**src/logic/vir_pkg.sv**
```systemverilog
package vir_pkg;

    localparam logic [7:0] VBASE_RESET = 8'h00;
    localparam logic [15:0] PC_RESET = 16'h0000;
    localparam logic [15:0] SP_RESET = 16'hffff;
    localparam logic [1:0] MODE_RESET = 2'h0;
    localparam logic [1:0] MODE_TABLE = 2'h2;
    localparam logic [15:0] MODE1_TARGET = 16'h0038;

    // Cycle budget of the table response
    localparam int VEC_FETCH_CYCLES = 7;
    localparam int SAVE_PC_CYCLES = 6;
    localparam int READ_ADDR_CYCLES = 6;
    localparam int TOTAL_CYCLES = VEC_FETCH_CYCLES + SAVE_PC_CYCLES + READ_ADDR_CYCLES;
    // Wait states inside the acknowledge fetch, and the cycle where the vector is sampled
    localparam int ACK_WAIT_STATES = 2;
    localparam logic [4:0] VEC_SAMPLE_CNT = 5'h05;
    // Cycle offsets (counted from 0 at acceptance) of each memory transfer
    localparam logic [4:0] PUSH_HI_CNT = 5'h09;
    localparam logic [4:0] PUSH_LO_CNT = 5'h0c;
    localparam logic [4:0] READ_LO_CNT = 5'h0f;
    localparam logic [4:0] READ_HI_CNT = 5'h12;
    localparam logic [4:0] LAST_CNT = 5'h12;

    typedef struct packed {
        logic req;
        logic wr;
        logic [15:0] addr;
        logic [7:0] wdata;
    } vir_mem_s;

    typedef struct packed {
        logic load_base;
        logic [7:0] base_value;
        logic enable_int;
        logic disable_int;
        logic [1:0] mode;
        logic mode_load;
        logic pc_load;
        logic [15:0] pc_value;
    } vir_ctl_s;

endpackage : vir_pkg

```
**src/logic/vir_response.sv**
```systemverilog
`timescale 1ns/1ps
module vir_response (
    input wire logic clock,
    input wire logic rst,
    input wire logic int_req,
    input wire logic insn_boundary,
    input wire vir_pkg::vir_ctl_s ctl,
    input wire logic [7:0] data_in,
    output logic int_ack,
    output logic busy,
    output vir_pkg::vir_mem_s mem,
    output logic [15:0] pc,
    output logic [15:0] stack_top_pointer,
    output logic [7:0] vector_base,
    output logic maskable_interrupt_enable,
    output logic interrupt_enable_shadow,
    output logic [1:0] int_mode
);

    typedef enum logic [1:0] {
        VIR_IDLE = 2'b01,
        VIR_RUN = 2'b10
    } vir_state_e;

    vir_state_e state_reg, state_next;
    logic [4:0] cnt_reg, cnt_next;
    logic [7:0] base_reg, base_next;
    logic ie_reg, ie_next;
    logic sh_reg, sh_next;
    logic [1:0] mode_reg, mode_next;
    logic [15:0] pc_reg, pc_next;
    logic [15:0] sp_reg, sp_next;
    logic [15:0] ptr_reg, ptr_next;
    logic [7:0] lo_reg, lo_next;
    logic ack_reg, ack_next;
    vir_pkg::vir_mem_s mem_reg, mem_next;
    logic busy_reg, busy_next;
    logic accept;
    logic [15:0] push_addr;

    function automatic vir_pkg::vir_mem_s mem_op(input logic wr, input logic [15:0] addr, input logic [7:0] wd);
        vir_pkg::vir_mem_s m;
        m.req = 1'b1;
        m.wr = wr;
        m.addr = addr;
        m.wdata = wd;
        return m;
    endfunction : mem_op

    // Acceptance needs a request at a boundary, the primary enable set and table mode
    function automatic logic take_int(input logic req, input logic bd, input logic en, input logic [1:0] md);
        return req && bd && en && (md == vir_pkg::MODE_TABLE);
    endfunction : take_int

    // Stack grows downward; each store uses the slot below the current top
    function automatic logic [15:0] stack_dec(input logic [15:0] sp);
        return sp - 16'h0001;
    endfunction : stack_dec

    // Request decode shared by the sequencer and the enable logic
    assign accept = (state_reg == VIR_IDLE) && take_int(int_req, insn_boundary, ie_reg, mode_reg);
    assign push_addr = stack_dec(sp_reg);

    // Sequencer: state, cycle count, acknowledge and the latched table inputs
    always_comb begin
        state_next = state_reg;
        cnt_next = cnt_reg;
        busy_next = busy_reg;
        ptr_next = ptr_reg;
        lo_next = lo_reg;
        ack_next = 1'b0;
        unique case (state_reg)
            VIR_IDLE: begin
                if (accept) begin
                    state_next = VIR_RUN;
                    cnt_next = 5'h00;
                    busy_next = 1'b1;
                end
            end
            VIR_RUN: begin
                cnt_next = cnt_reg + 5'h01;
                // Acknowledge held through the two added wait states
                ack_next = (cnt_next >= 5'h01) && (cnt_next <= vir_pkg::VEC_SAMPLE_CNT);
                if (cnt_reg == vir_pkg::VEC_SAMPLE_CNT) begin
                    ptr_next = {base_reg, data_in[7:1], 1'b0};
                end
                if (cnt_reg == vir_pkg::READ_LO_CNT) begin
                    lo_next = data_in;
                end
                if (cnt_reg == vir_pkg::LAST_CNT) begin
                    state_next = VIR_IDLE;
                    busy_next = 1'b0;
                end
            end
            default: begin
                state_next = VIR_IDLE;
                busy_next = 1'b0;
            end
        endcase
    end

    always_ff @(posedge clock or posedge rst) begin
        if (rst) begin
            state_reg <= VIR_IDLE;
            cnt_reg <= 5'h00;
            busy_reg <= 1'b0;
            ptr_reg <= 16'h0000;
            lo_reg <= 8'h00;
            ack_reg <= 1'b0;
        end else begin
            state_reg <= state_next;
            cnt_reg <= cnt_next;
            busy_reg <= busy_next;
            ptr_reg <= ptr_next;
            lo_reg <= lo_next;
            ack_reg <= ack_next;
        end
    end

    // Software-visible controls, taken only while idle
    always_comb begin
        base_next = base_reg;
        ie_next = ie_reg;
        sh_next = sh_reg;
        mode_next = mode_reg;
        if (state_reg == VIR_IDLE) begin
            if (ctl.load_base) begin
                base_next = ctl.base_value;
            end
            if (ctl.mode_load) begin
                mode_next = ctl.mode;
            end
            // Disable wins when both strobes arrive together
            if (ctl.disable_int) begin
                ie_next = 1'b0;
                sh_next = 1'b0;
            end else if (ctl.enable_int) begin
                ie_next = 1'b1;
                sh_next = 1'b1;
            end
        end
        // Acceptance overrides a simultaneous enable strobe
        if (accept) begin
            ie_next = 1'b0;
            sh_next = 1'b0;
        end
    end

    always_ff @(posedge clock or posedge rst) begin
        if (rst) begin
            base_reg <= vir_pkg::VBASE_RESET;
            ie_reg <= 1'b0;
            sh_reg <= 1'b0;
            mode_reg <= vir_pkg::MODE_RESET;
        end else begin
            base_reg <= base_next;
            ie_reg <= ie_next;
            sh_reg <= sh_next;
            mode_reg <= mode_next;
        end
    end

    // Program counter, stack and the memory transfers of the response
    always_comb begin
        pc_next = pc_reg;
        sp_next = sp_reg;
        mem_next = '0;
        if (state_reg == VIR_IDLE) begin
            if (ctl.pc_load) begin
                pc_next = ctl.pc_value;
            end
        end else if (state_reg == VIR_RUN) begin
            if (cnt_next == vir_pkg::PUSH_HI_CNT) begin
                sp_next = push_addr;
                mem_next = mem_op(1'b1, push_addr, pc_reg[15:8]);
            end
            if (cnt_next == vir_pkg::PUSH_LO_CNT) begin
                sp_next = push_addr;
                mem_next = mem_op(1'b1, push_addr, pc_reg[7:0]);
            end
            if (cnt_next == vir_pkg::READ_LO_CNT) begin
                mem_next = mem_op(1'b0, ptr_reg, 8'h00);
            end
            if (cnt_next == vir_pkg::READ_HI_CNT) begin
                mem_next = mem_op(1'b0, ptr_reg + 16'h0001, 8'h00);
            end
            if (cnt_reg == vir_pkg::LAST_CNT) begin
                pc_next = {data_in, lo_reg};
            end
        end
    end

    always_ff @(posedge clock or posedge rst) begin
        if (rst) begin
            pc_reg <= vir_pkg::PC_RESET;
            sp_reg <= vir_pkg::SP_RESET;
            mem_reg <= '0;
        end else begin
            pc_reg <= pc_next;
            sp_reg <= sp_next;
            mem_reg <= mem_next;
        end
    end

    assign int_ack = ack_reg;
    assign busy = busy_reg;
    assign mem = mem_reg;
    assign pc = pc_reg;
    assign stack_top_pointer = sp_reg;
    assign vector_base = base_reg;
    assign maskable_interrupt_enable = ie_reg;
    assign interrupt_enable_shadow = sh_reg;
    assign int_mode = mode_reg;

endmodule : vir_response

```
**config.mk**
```make
export PLATFORM = sky130hd
export DESIGN_NAME = vir_response
export DESIGN_NICKNAME = d
export VERILOG_FILES = /design/src/logic/vir_pkg.sv /design/src/logic/vir_response.sv
export SDC_FILE = /design/constraint.sdc
export NUM_CORES = 1
export LEC_CHECK = 0
export BUFFER_PORTS_ARGS = -buffer_cell sky130_fd_sc_hd__buf_2
export CAP_MARGIN = 20
export CORE_MARGIN = 4
export CORE_UTILIZATION = 25
export CTS_BUF_LIST = sky130_fd_sc_hd__clkbuf_4
export CTS_CLUSTER_DIAMETER = 120
export DETAILED_ROUTE_END_ITERATION = 10
export HOLD_SLACK_MARGIN = 0.15
export PLACE_DENSITY_LB_ADDON = 0.15
export SKIP_CTS_REPAIR_TIMING = 1
export SYNTH_ARGS = -nofsm -noshare
export SYNTH_HDL_FRONTEND = slang
export SYNTH_SLANG_ARGS = --single-unit
```
**constraint.sdc**
```tcl
create_clock -name clock -period 4.15 [get_ports clock]
set_clock_uncertainty 0.1 [all_clocks]
set_input_delay 0.83 -clock clock [delete_from_list [all_inputs] [get_ports clock]]
set_output_delay 0.83 -clock clock [all_outputs]
set_load 0.05 [all_outputs]
```
---- Word-level counts from Yosys, hierarchy flattened ----
Index checks and enable logic that the tools add are counted.
cells by class
  reduce and logical (&&, ||, !) cells .... 18
  order comparisons ....................... 2
  mux-type cells .......................... 25
  bitwise operators ....................... 1
  add/sub/neg operators ................... 3
  equality and inequality tests ........... 13
operator list
  operator                 count
  $mux W26                 6
  $mux W16                 6
  $eq A5 B4 Y1 const B     4
  $add A16 B1 Y16 const B  1
  $sub A16 B1 Y16 const B  1
  $reduce_and A2 Y1        6
  $eq A5 B5 Y1 const B     2
  $pmux W5 S2              1
  $reduce_bool A2 Y1       4
  $mux W1                  7
  $ne A2 B2 Y1 const B     3
  $reduce_and A3 Y1        2
  $add A5 B1 Y5 const B    1
  $eq A5 B3 Y1 const B     1
  $ge A5 B1 Y1 const B     1
  $le A5 B3 Y1 const B     1
  $logic_and A1 B1 Y1      5
  $mux W5                  1
  $eq A2 B2 Y1 const B     2
  $mux W2                  2
  $pmux W2 S2              1
  $reduce_bool A3 Y1       1
  $eq A2 B1 Y1 const B     1
  $pmux W1 S2              1
  $not A1 Y1               1
storage, ports and cells
  input port bits ......................... 43
  output and inout port bits .............. 72
  bits in registers ....................... 101

---- Logic depth before layout (Yosys ltp) ----
Gate-level depths: netlist (run 1).
  depth in word-level cells ............... 13
  mapped depth ............................ 11

---- Worst setup path after synthesis (run 1) ----
No wires, ideal clock.
  path kind ............................... register to register
  from .................................... register state_reg[1]
  to ...................................... register mem_reg, in the netlist mem[0]
  path buffers ............................ 1
  slack ................................... 1291 ps
  required time ........................... 3930 ps
  arrival ................................. 2640 ps
  cell stages (with the launch flop) ...... 10
  library setup time ...................... 120 ps
  cells stage by stage .................... dfrtp_1 > inv_1 > ha_1 > buf_6 > or3b_1 > mux2i_1 > nor2_2 > nor4_4 > mux2i_1 > nor2_2
RTL lines
  element                   line                 RTL
  start: declaration        vir_response.sv:25   vir_state_e state_reg, state_next;
  start signal: assignment  vir_response.sv:111  state_reg <= state_next;
  end signal: assignment    vir_response.sv:201  mem_reg <= mem_next;
  end: declaration          vir_response.sv:36   vir_pkg::vir_mem_s mem_reg, mem_next;

==> impl_metrics.toml, run 1 <==
[global_routing]
grt_pass1_wl_um = 20300
grt_antenna_before_repair = 1
grt_max_degree = 65
grt_use_total = 0.123
grt_pass1_vias = 3640
gr-total-overflow = 0

[min_path]
hold_start = "ptr_reg[4]"
worstHoldEndpoint = "mem[12]"
holdPathStages = 1
hold_class = "reg -> reg"

[sta]
fin_tns_setup_ns = 0
post-route-period-util = 0.814
fmax_mhz = 296
rsz0062_at_grt = "false"
slew_viol_final = 0
hold_violations = 0
setup_viol = 0
min_period_ns = 3.38
fin_hold_ws_ns = 0.389
final.setup.worst_slack_ns = 0.772
worst_pin_slew_ns = 0.897
slew_headroom = 0.397

[cells_and_area]
fill_cells = 1893
drive_above_1_share = 0.397
final_core_util = 0.311
area_delta_synth_final_pct = 20.2
final_cell_mix = "114 x buf_2, 83 x dfrtp_1, 33 x mux2_2"
seqCellArea_um2 = 2520
fin_cells = 741
largest_register_ffs = 26
nets = 557
design_area_um2 = 5660
final_common_cell = "buf_2"
multi_input_area_um2 = 2020

[place]
hpwl_um = 9060
pre_cts_slack_ns = 0.763
numPortBuffers = 114
placed_area_um2 = 5520
finalWeightedCongestion = 0.771
dpl.cell_count = 724

[synthesis]
synth_edf_count = 0
syn_inst = 395
ys_seq_area_frac = 0.536
ys_top_cells_by_area = "dfrtp_1 44%, dfstp_2 9.5%, mux2_2 7.9%, mux2i_1 5.7%, xnor2_1 4.7%"
synth-seq-cells = 100
yosysWarnings = 0
async_flop_share = 1.00
syn_area_per_cell_um2 = 11.9
synth_ff_type = "dfrtp_1"
synth_top_area_cell = "dfrtp_1"
netlist_area_um2 = 4710
syn_nets = 446
ys_types = 53
synth_top_area_frac = 0.441

[routing]
viasPerCell = 4.62
vias = 3424
dr.first_iter.drc_count = 136
drt_first_pass_iters = 4
avgRoutedWirePerCell_um = 17.1
drc = 0
ant_nets = 0
routed_wl_um = 12700

[cts]
clk_path_buf_depth = 2
cts_tree = "built"
clock-root-buffer = "clkbuf_4"
clkTransAtPathRegs_ns = 0.14
cts_made_buffers = 9
h-tree-depth = 3
clock_latency_ns = 0.47
clock_sinks = 100

[power_and_ir_drop]
powerDensity_nw_per_um2 = 600
leakagePower_nw = 2.62
worst_ir_drop_vdd_mv = 0.185
finalPower_mw = 3.39

[die]
placementRows = 49
die_h_um = 145
fp.dieArea_um2 = 21100
die-width_um = 145
core_area_um2 = 18200
initial_utilization = 0.258
io_pins = 115

[worst_setup_path]
worst_setup_path_start_kind = "register"
critPathCaptureType = "register"
reg2reg_setup_slack_ns = 0.77
cp_data_arrival_time_ns = 3.66
reg2reg_from = "state_reg[1]"
cp.required_ns = 4.43
startpoint = "state_reg[1]"
cp_max_fo = 28
reg2reg_depth = 9
r2r_end = "mem[11]"
crit_type = "reg -> reg"

[job]
cap_violations = 0

[outcome]
run_status = "complete, no violations"
## critical path: stages, from the launching register on
cell and delay, ns:
dfrtp_1 0.42, inv_1 0.06, ha_1 0.50, and4bb_1 0.26, a221oi_1 0.19, and2_0 0.43
inv_1 0.10, nand2_1 0.45, nand3_4 0.46, o2bb2ai_1 0.32
## cells in the mapped netlist, types with 2 or more instances
library cell / instances
buf_2: 6
inv_1: 13
nor2b_1: 3
nand3_1: 8
xor2_1: 7
buf_6: 2
nand2_1: 15
o21ai_0: 6
o22ai_1: 2
mux2_2: 33
mux2i_1: 27
nand4bb_1: 2
buf_1: 3
buf_4: 3
nand4b_1: 2
xnor2_1: 25
nor3_1: 10
nand4_1: 12
dfstp_2: 17
dfrtp_1: 83
ha_1: 8
o211ai_1: 2
nand2b_1: 5
a21oi_1: 20
nor2_1: 25
o2bb2ai_1: 15
clkbuf_1: 6
nor2_2: 10
## cell type report
cell class                      instances  area share
Timing Repair Buffer                  120       0.111
Multi-Input combinational cell        261       0.358
Sequential cell                       100       0.446
Clock inverter                          3     0.00686
Clock buffer                           13      0.0173
Antenna cell                            1    0.000442
Inverter                               14     0.00973
Tap cell                              229      0.0507
## report_power, final
part	leakage (nW)	switching (mW)	internal [mW]	total (mW)
clock network	0.0794	0.315	0.209	0.524
logic	1.32	1.12	0.456	1.57
registers	1.23	0.144	1.15	1.29
## worst max path at each step
stage | endpoint | slack, ns | depth (start not counted)
after global routing | mem[17] | 0.50 | 9
after floorplan | cnt_reg[0] | 0.63 | 1
final | mem[11] | 0.77 | 9
after global placement | mem[8] | 0.80 | 8
after CTS | mem[11] | 0.77 | 9
after detailed placement | mem[11] | 0.76 | 8
## layer usage
metal | part of all wire | GRT usage | vias to the layer above
li1 | - | - | 1625
met1 | 0.46 | 0.158 | 1702
met2 | 0.47 | 0.198 | 80
met3 | 0.048 | 0.0284 | 17
met4 | 0.021 | 0.0546 | 0
met5 | 0 | 0 | -
## kinds of logic (layout without fill, tap and decap cells)
kind of cell / Yosys count / in the layout / synth area share
other: 0 / 1 / 0
multiplexers: 60 / 60 / 0.136
buffers and inverters: 34 / 150 / 0.0343
AND/OR/NAND/NOR: 105 / 105 / 0.127
flip-flops: 100 / 100 / 0.536
adder cells (fa/ha/maj): 8 / 8 / 0.0213
XOR/XNOR: 32 / 32 / 0.0596
AO/OA/AOI/OAI: 56 / 56 / 0.0848
Note: power is estimated with default switching activity, not from simulation.
==> run 2: changes to the inputs <==
clock period = 3.55 ns   (was 4.15 ns; I/O delays follow)
==> run 2 against run 1 <==
  * Sequential power rose by 17%
  * Combinational power grew 18%
  * Clock-buffer cell count decreased by 3
  * Largest cell class unchanged
==> impl_metrics.toml, run 2 (synthesized netlist as in run 1, its figures left out) <==
[routing]
viasPerCell = 4.59
drt_first_pass_iters = 4
ant_nets = 0
vias = 3426
dr.first_iter.drc_count = 178
routed_wl_um = 13000
drc = 0
avgRoutedWirePerCell_um = 17.4

[global_routing]
grt_use_total = 0.128
gr-total-overflow = 0
grt_pass1_vias = 3719
grt_antenna_before_repair = 1
grt_max_degree = 69
grt_pass1_wl_um = 21400

[sta]
fmax_mhz = 333
rsz0062_at_grt = "false"
min_period_ns = 3.00
post-route-period-util = 0.845
slew_headroom = 0.411
worst_pin_slew_ns = 0.884
fin_tns_setup_ns = 0
hold_violations = 0
setup_viol = 0
slew_viol_final = 0

[worst_setup_path]
worst_path_max_delay_cell = "ha_1"
worst_setup_path_start_kind = "register"
cp.required_ns = 3.82
reg2reg_from = "state_reg[1]"
r2r_end = "mem[14]"
crit_buf_inv = 2
critical-path-top-delay-family = "simple AND/OR/NAND/NOR gates"
reg2reg_setup_slack_ns = 0.55
cp_num_cells = 9
reg2reg_depth = 9
crit_chain = "inv_1 > ha_1 > and4bb_1 > a221oi_1 > and2_0 > inv_1 > nand2_1 > nand3_4 > o2bb2ai_1"
cp_max_fo = 28
max_stage_delay_ns = 0.50
crit_type = "reg -> reg"
cp_data_arrival_time_ns = 3.27
startpoint = "state_reg[1]"
critPathCaptureType = "register"
cpMostUsedCell = "inv_1"

[power_and_ir_drop]
powerDensity_nw_per_um2 = 710
leakagePower_nw = 2.65
worst_ir_drop_vdd_mv = 0.212

[min_path]
hold_class = "in -> async"

[cts]
cts_made_buffers = 9
clk_path_buf_depth = 2
h-tree-depth = 3
clock_latency_ns = 0.46
cts_tree = "built"
clkTransAtPathRegs_ns = 0.15
clock-root-buffer = "clkbuf_4"
clock_sinks = 100

[die]
initial_utilization = 0.258
fp.dieArea_um2 = 21100
io_pins = 115
core_area_um2 = 18200
die-width_um = 145
die_h_um = 145
placementRows = 49

[cells_and_area]
largest_register_ffs = 26
nets = 562
area_delta_synth_final_pct = 21.1
drive_above_1_share = 0.401
final_common_cell = "buf_2"
final_core_util = 0.313
fill_cells = 1881
final_cell_mix = "114 x buf_2, 83 x dfrtp_1, 33 x mux2_2"

[place]
numPortBuffers = 114
hpwl_um = 9390
finalWeightedCongestion = 0.843

[outcome]
run_status = "complete, no violations"

[job]
cap_violations = 0
[run 2: changes by cell type in the layout (fill, tap and decap cells not counted)]
cell,before,now
buf_4,5,11
clkinvlp_4,0,1
buf_12,1,0
clkbuf_4,13,10
bufinv_16,1,2
clkinv_1,1,2
[run 2: worst max path at each step]
stage,slack [ns],endpoint
global placement,0.67,mem[8]
detailed placement,0.57,stack_top_pointer[0]
global route,0.23,mem[8]
floorplan,0.15,cnt_reg[0]
finish,0.55,mem[14]
CTS,0.52,mem[16]
[run 2: power by group]
group / total (mW) / internal (mW) / switching [mW]
logic: 1.86 / 0.536 / 1.32
registers: 1.51 / 1.34 / 0.169
clock network: 0.676 / 0.288 / 0.387
total: 4.04 / 2.17 / 1.88
[run 2: final cells by class]
class / count / area [um^2] / share of cell area
Clock buffer: 10 / 75.1 / 0.0132
Timing Repair Buffer: 125 / 653 / 0.115
Tap cell: 229 / 287 / 0.0503
Inverter: 14 / 55.1 / 0.00966
Sequential cell: 100 / 2520 / 0.443
Antenna cell: 1 / 2.50 / 0.000439
Clock inverter: 6 / 80.1 / 0.0140
Multi-Input combinational cell: 261 / 2020 / 0.355
[run 2: worst reg2reg max path, stage by stage (launching register included)]
cell       delay, ns
dfrtp_1         0.43
inv_1           0.07
ha_1            0.50
and4bb_1        0.26
a221oi_1        0.19
and2_0          0.44
inv_1           0.11
nand2_1         0.15
nand3_4         0.37
o2bb2ai_1       0.30
[run 2: routing by layer]
metal / track usage / share of wire
met4: 0.0508 / 0.020
met1: 0.169 / 0.46
met3: 0.0299 / 0.049
met5: 0 / 0
met2: 0.202 / 0.47
[run 2: per-stage QoR]
step	instances	power, mW	cell area [um^2]	setup slack (ns)	hold slack [ns]
after floorplan	395	2.95	4710	0.149	0.351
after global placement	729	3.39	5540	0.671	0.362
after detailed placement	729	3.41	5540	0.568	0.362
after CTS	745	4.11	5700	0.520	0.310
after global routing	746	4.32	5700	0.229	0.306
final	746	4.04	5700	0.550	0.320
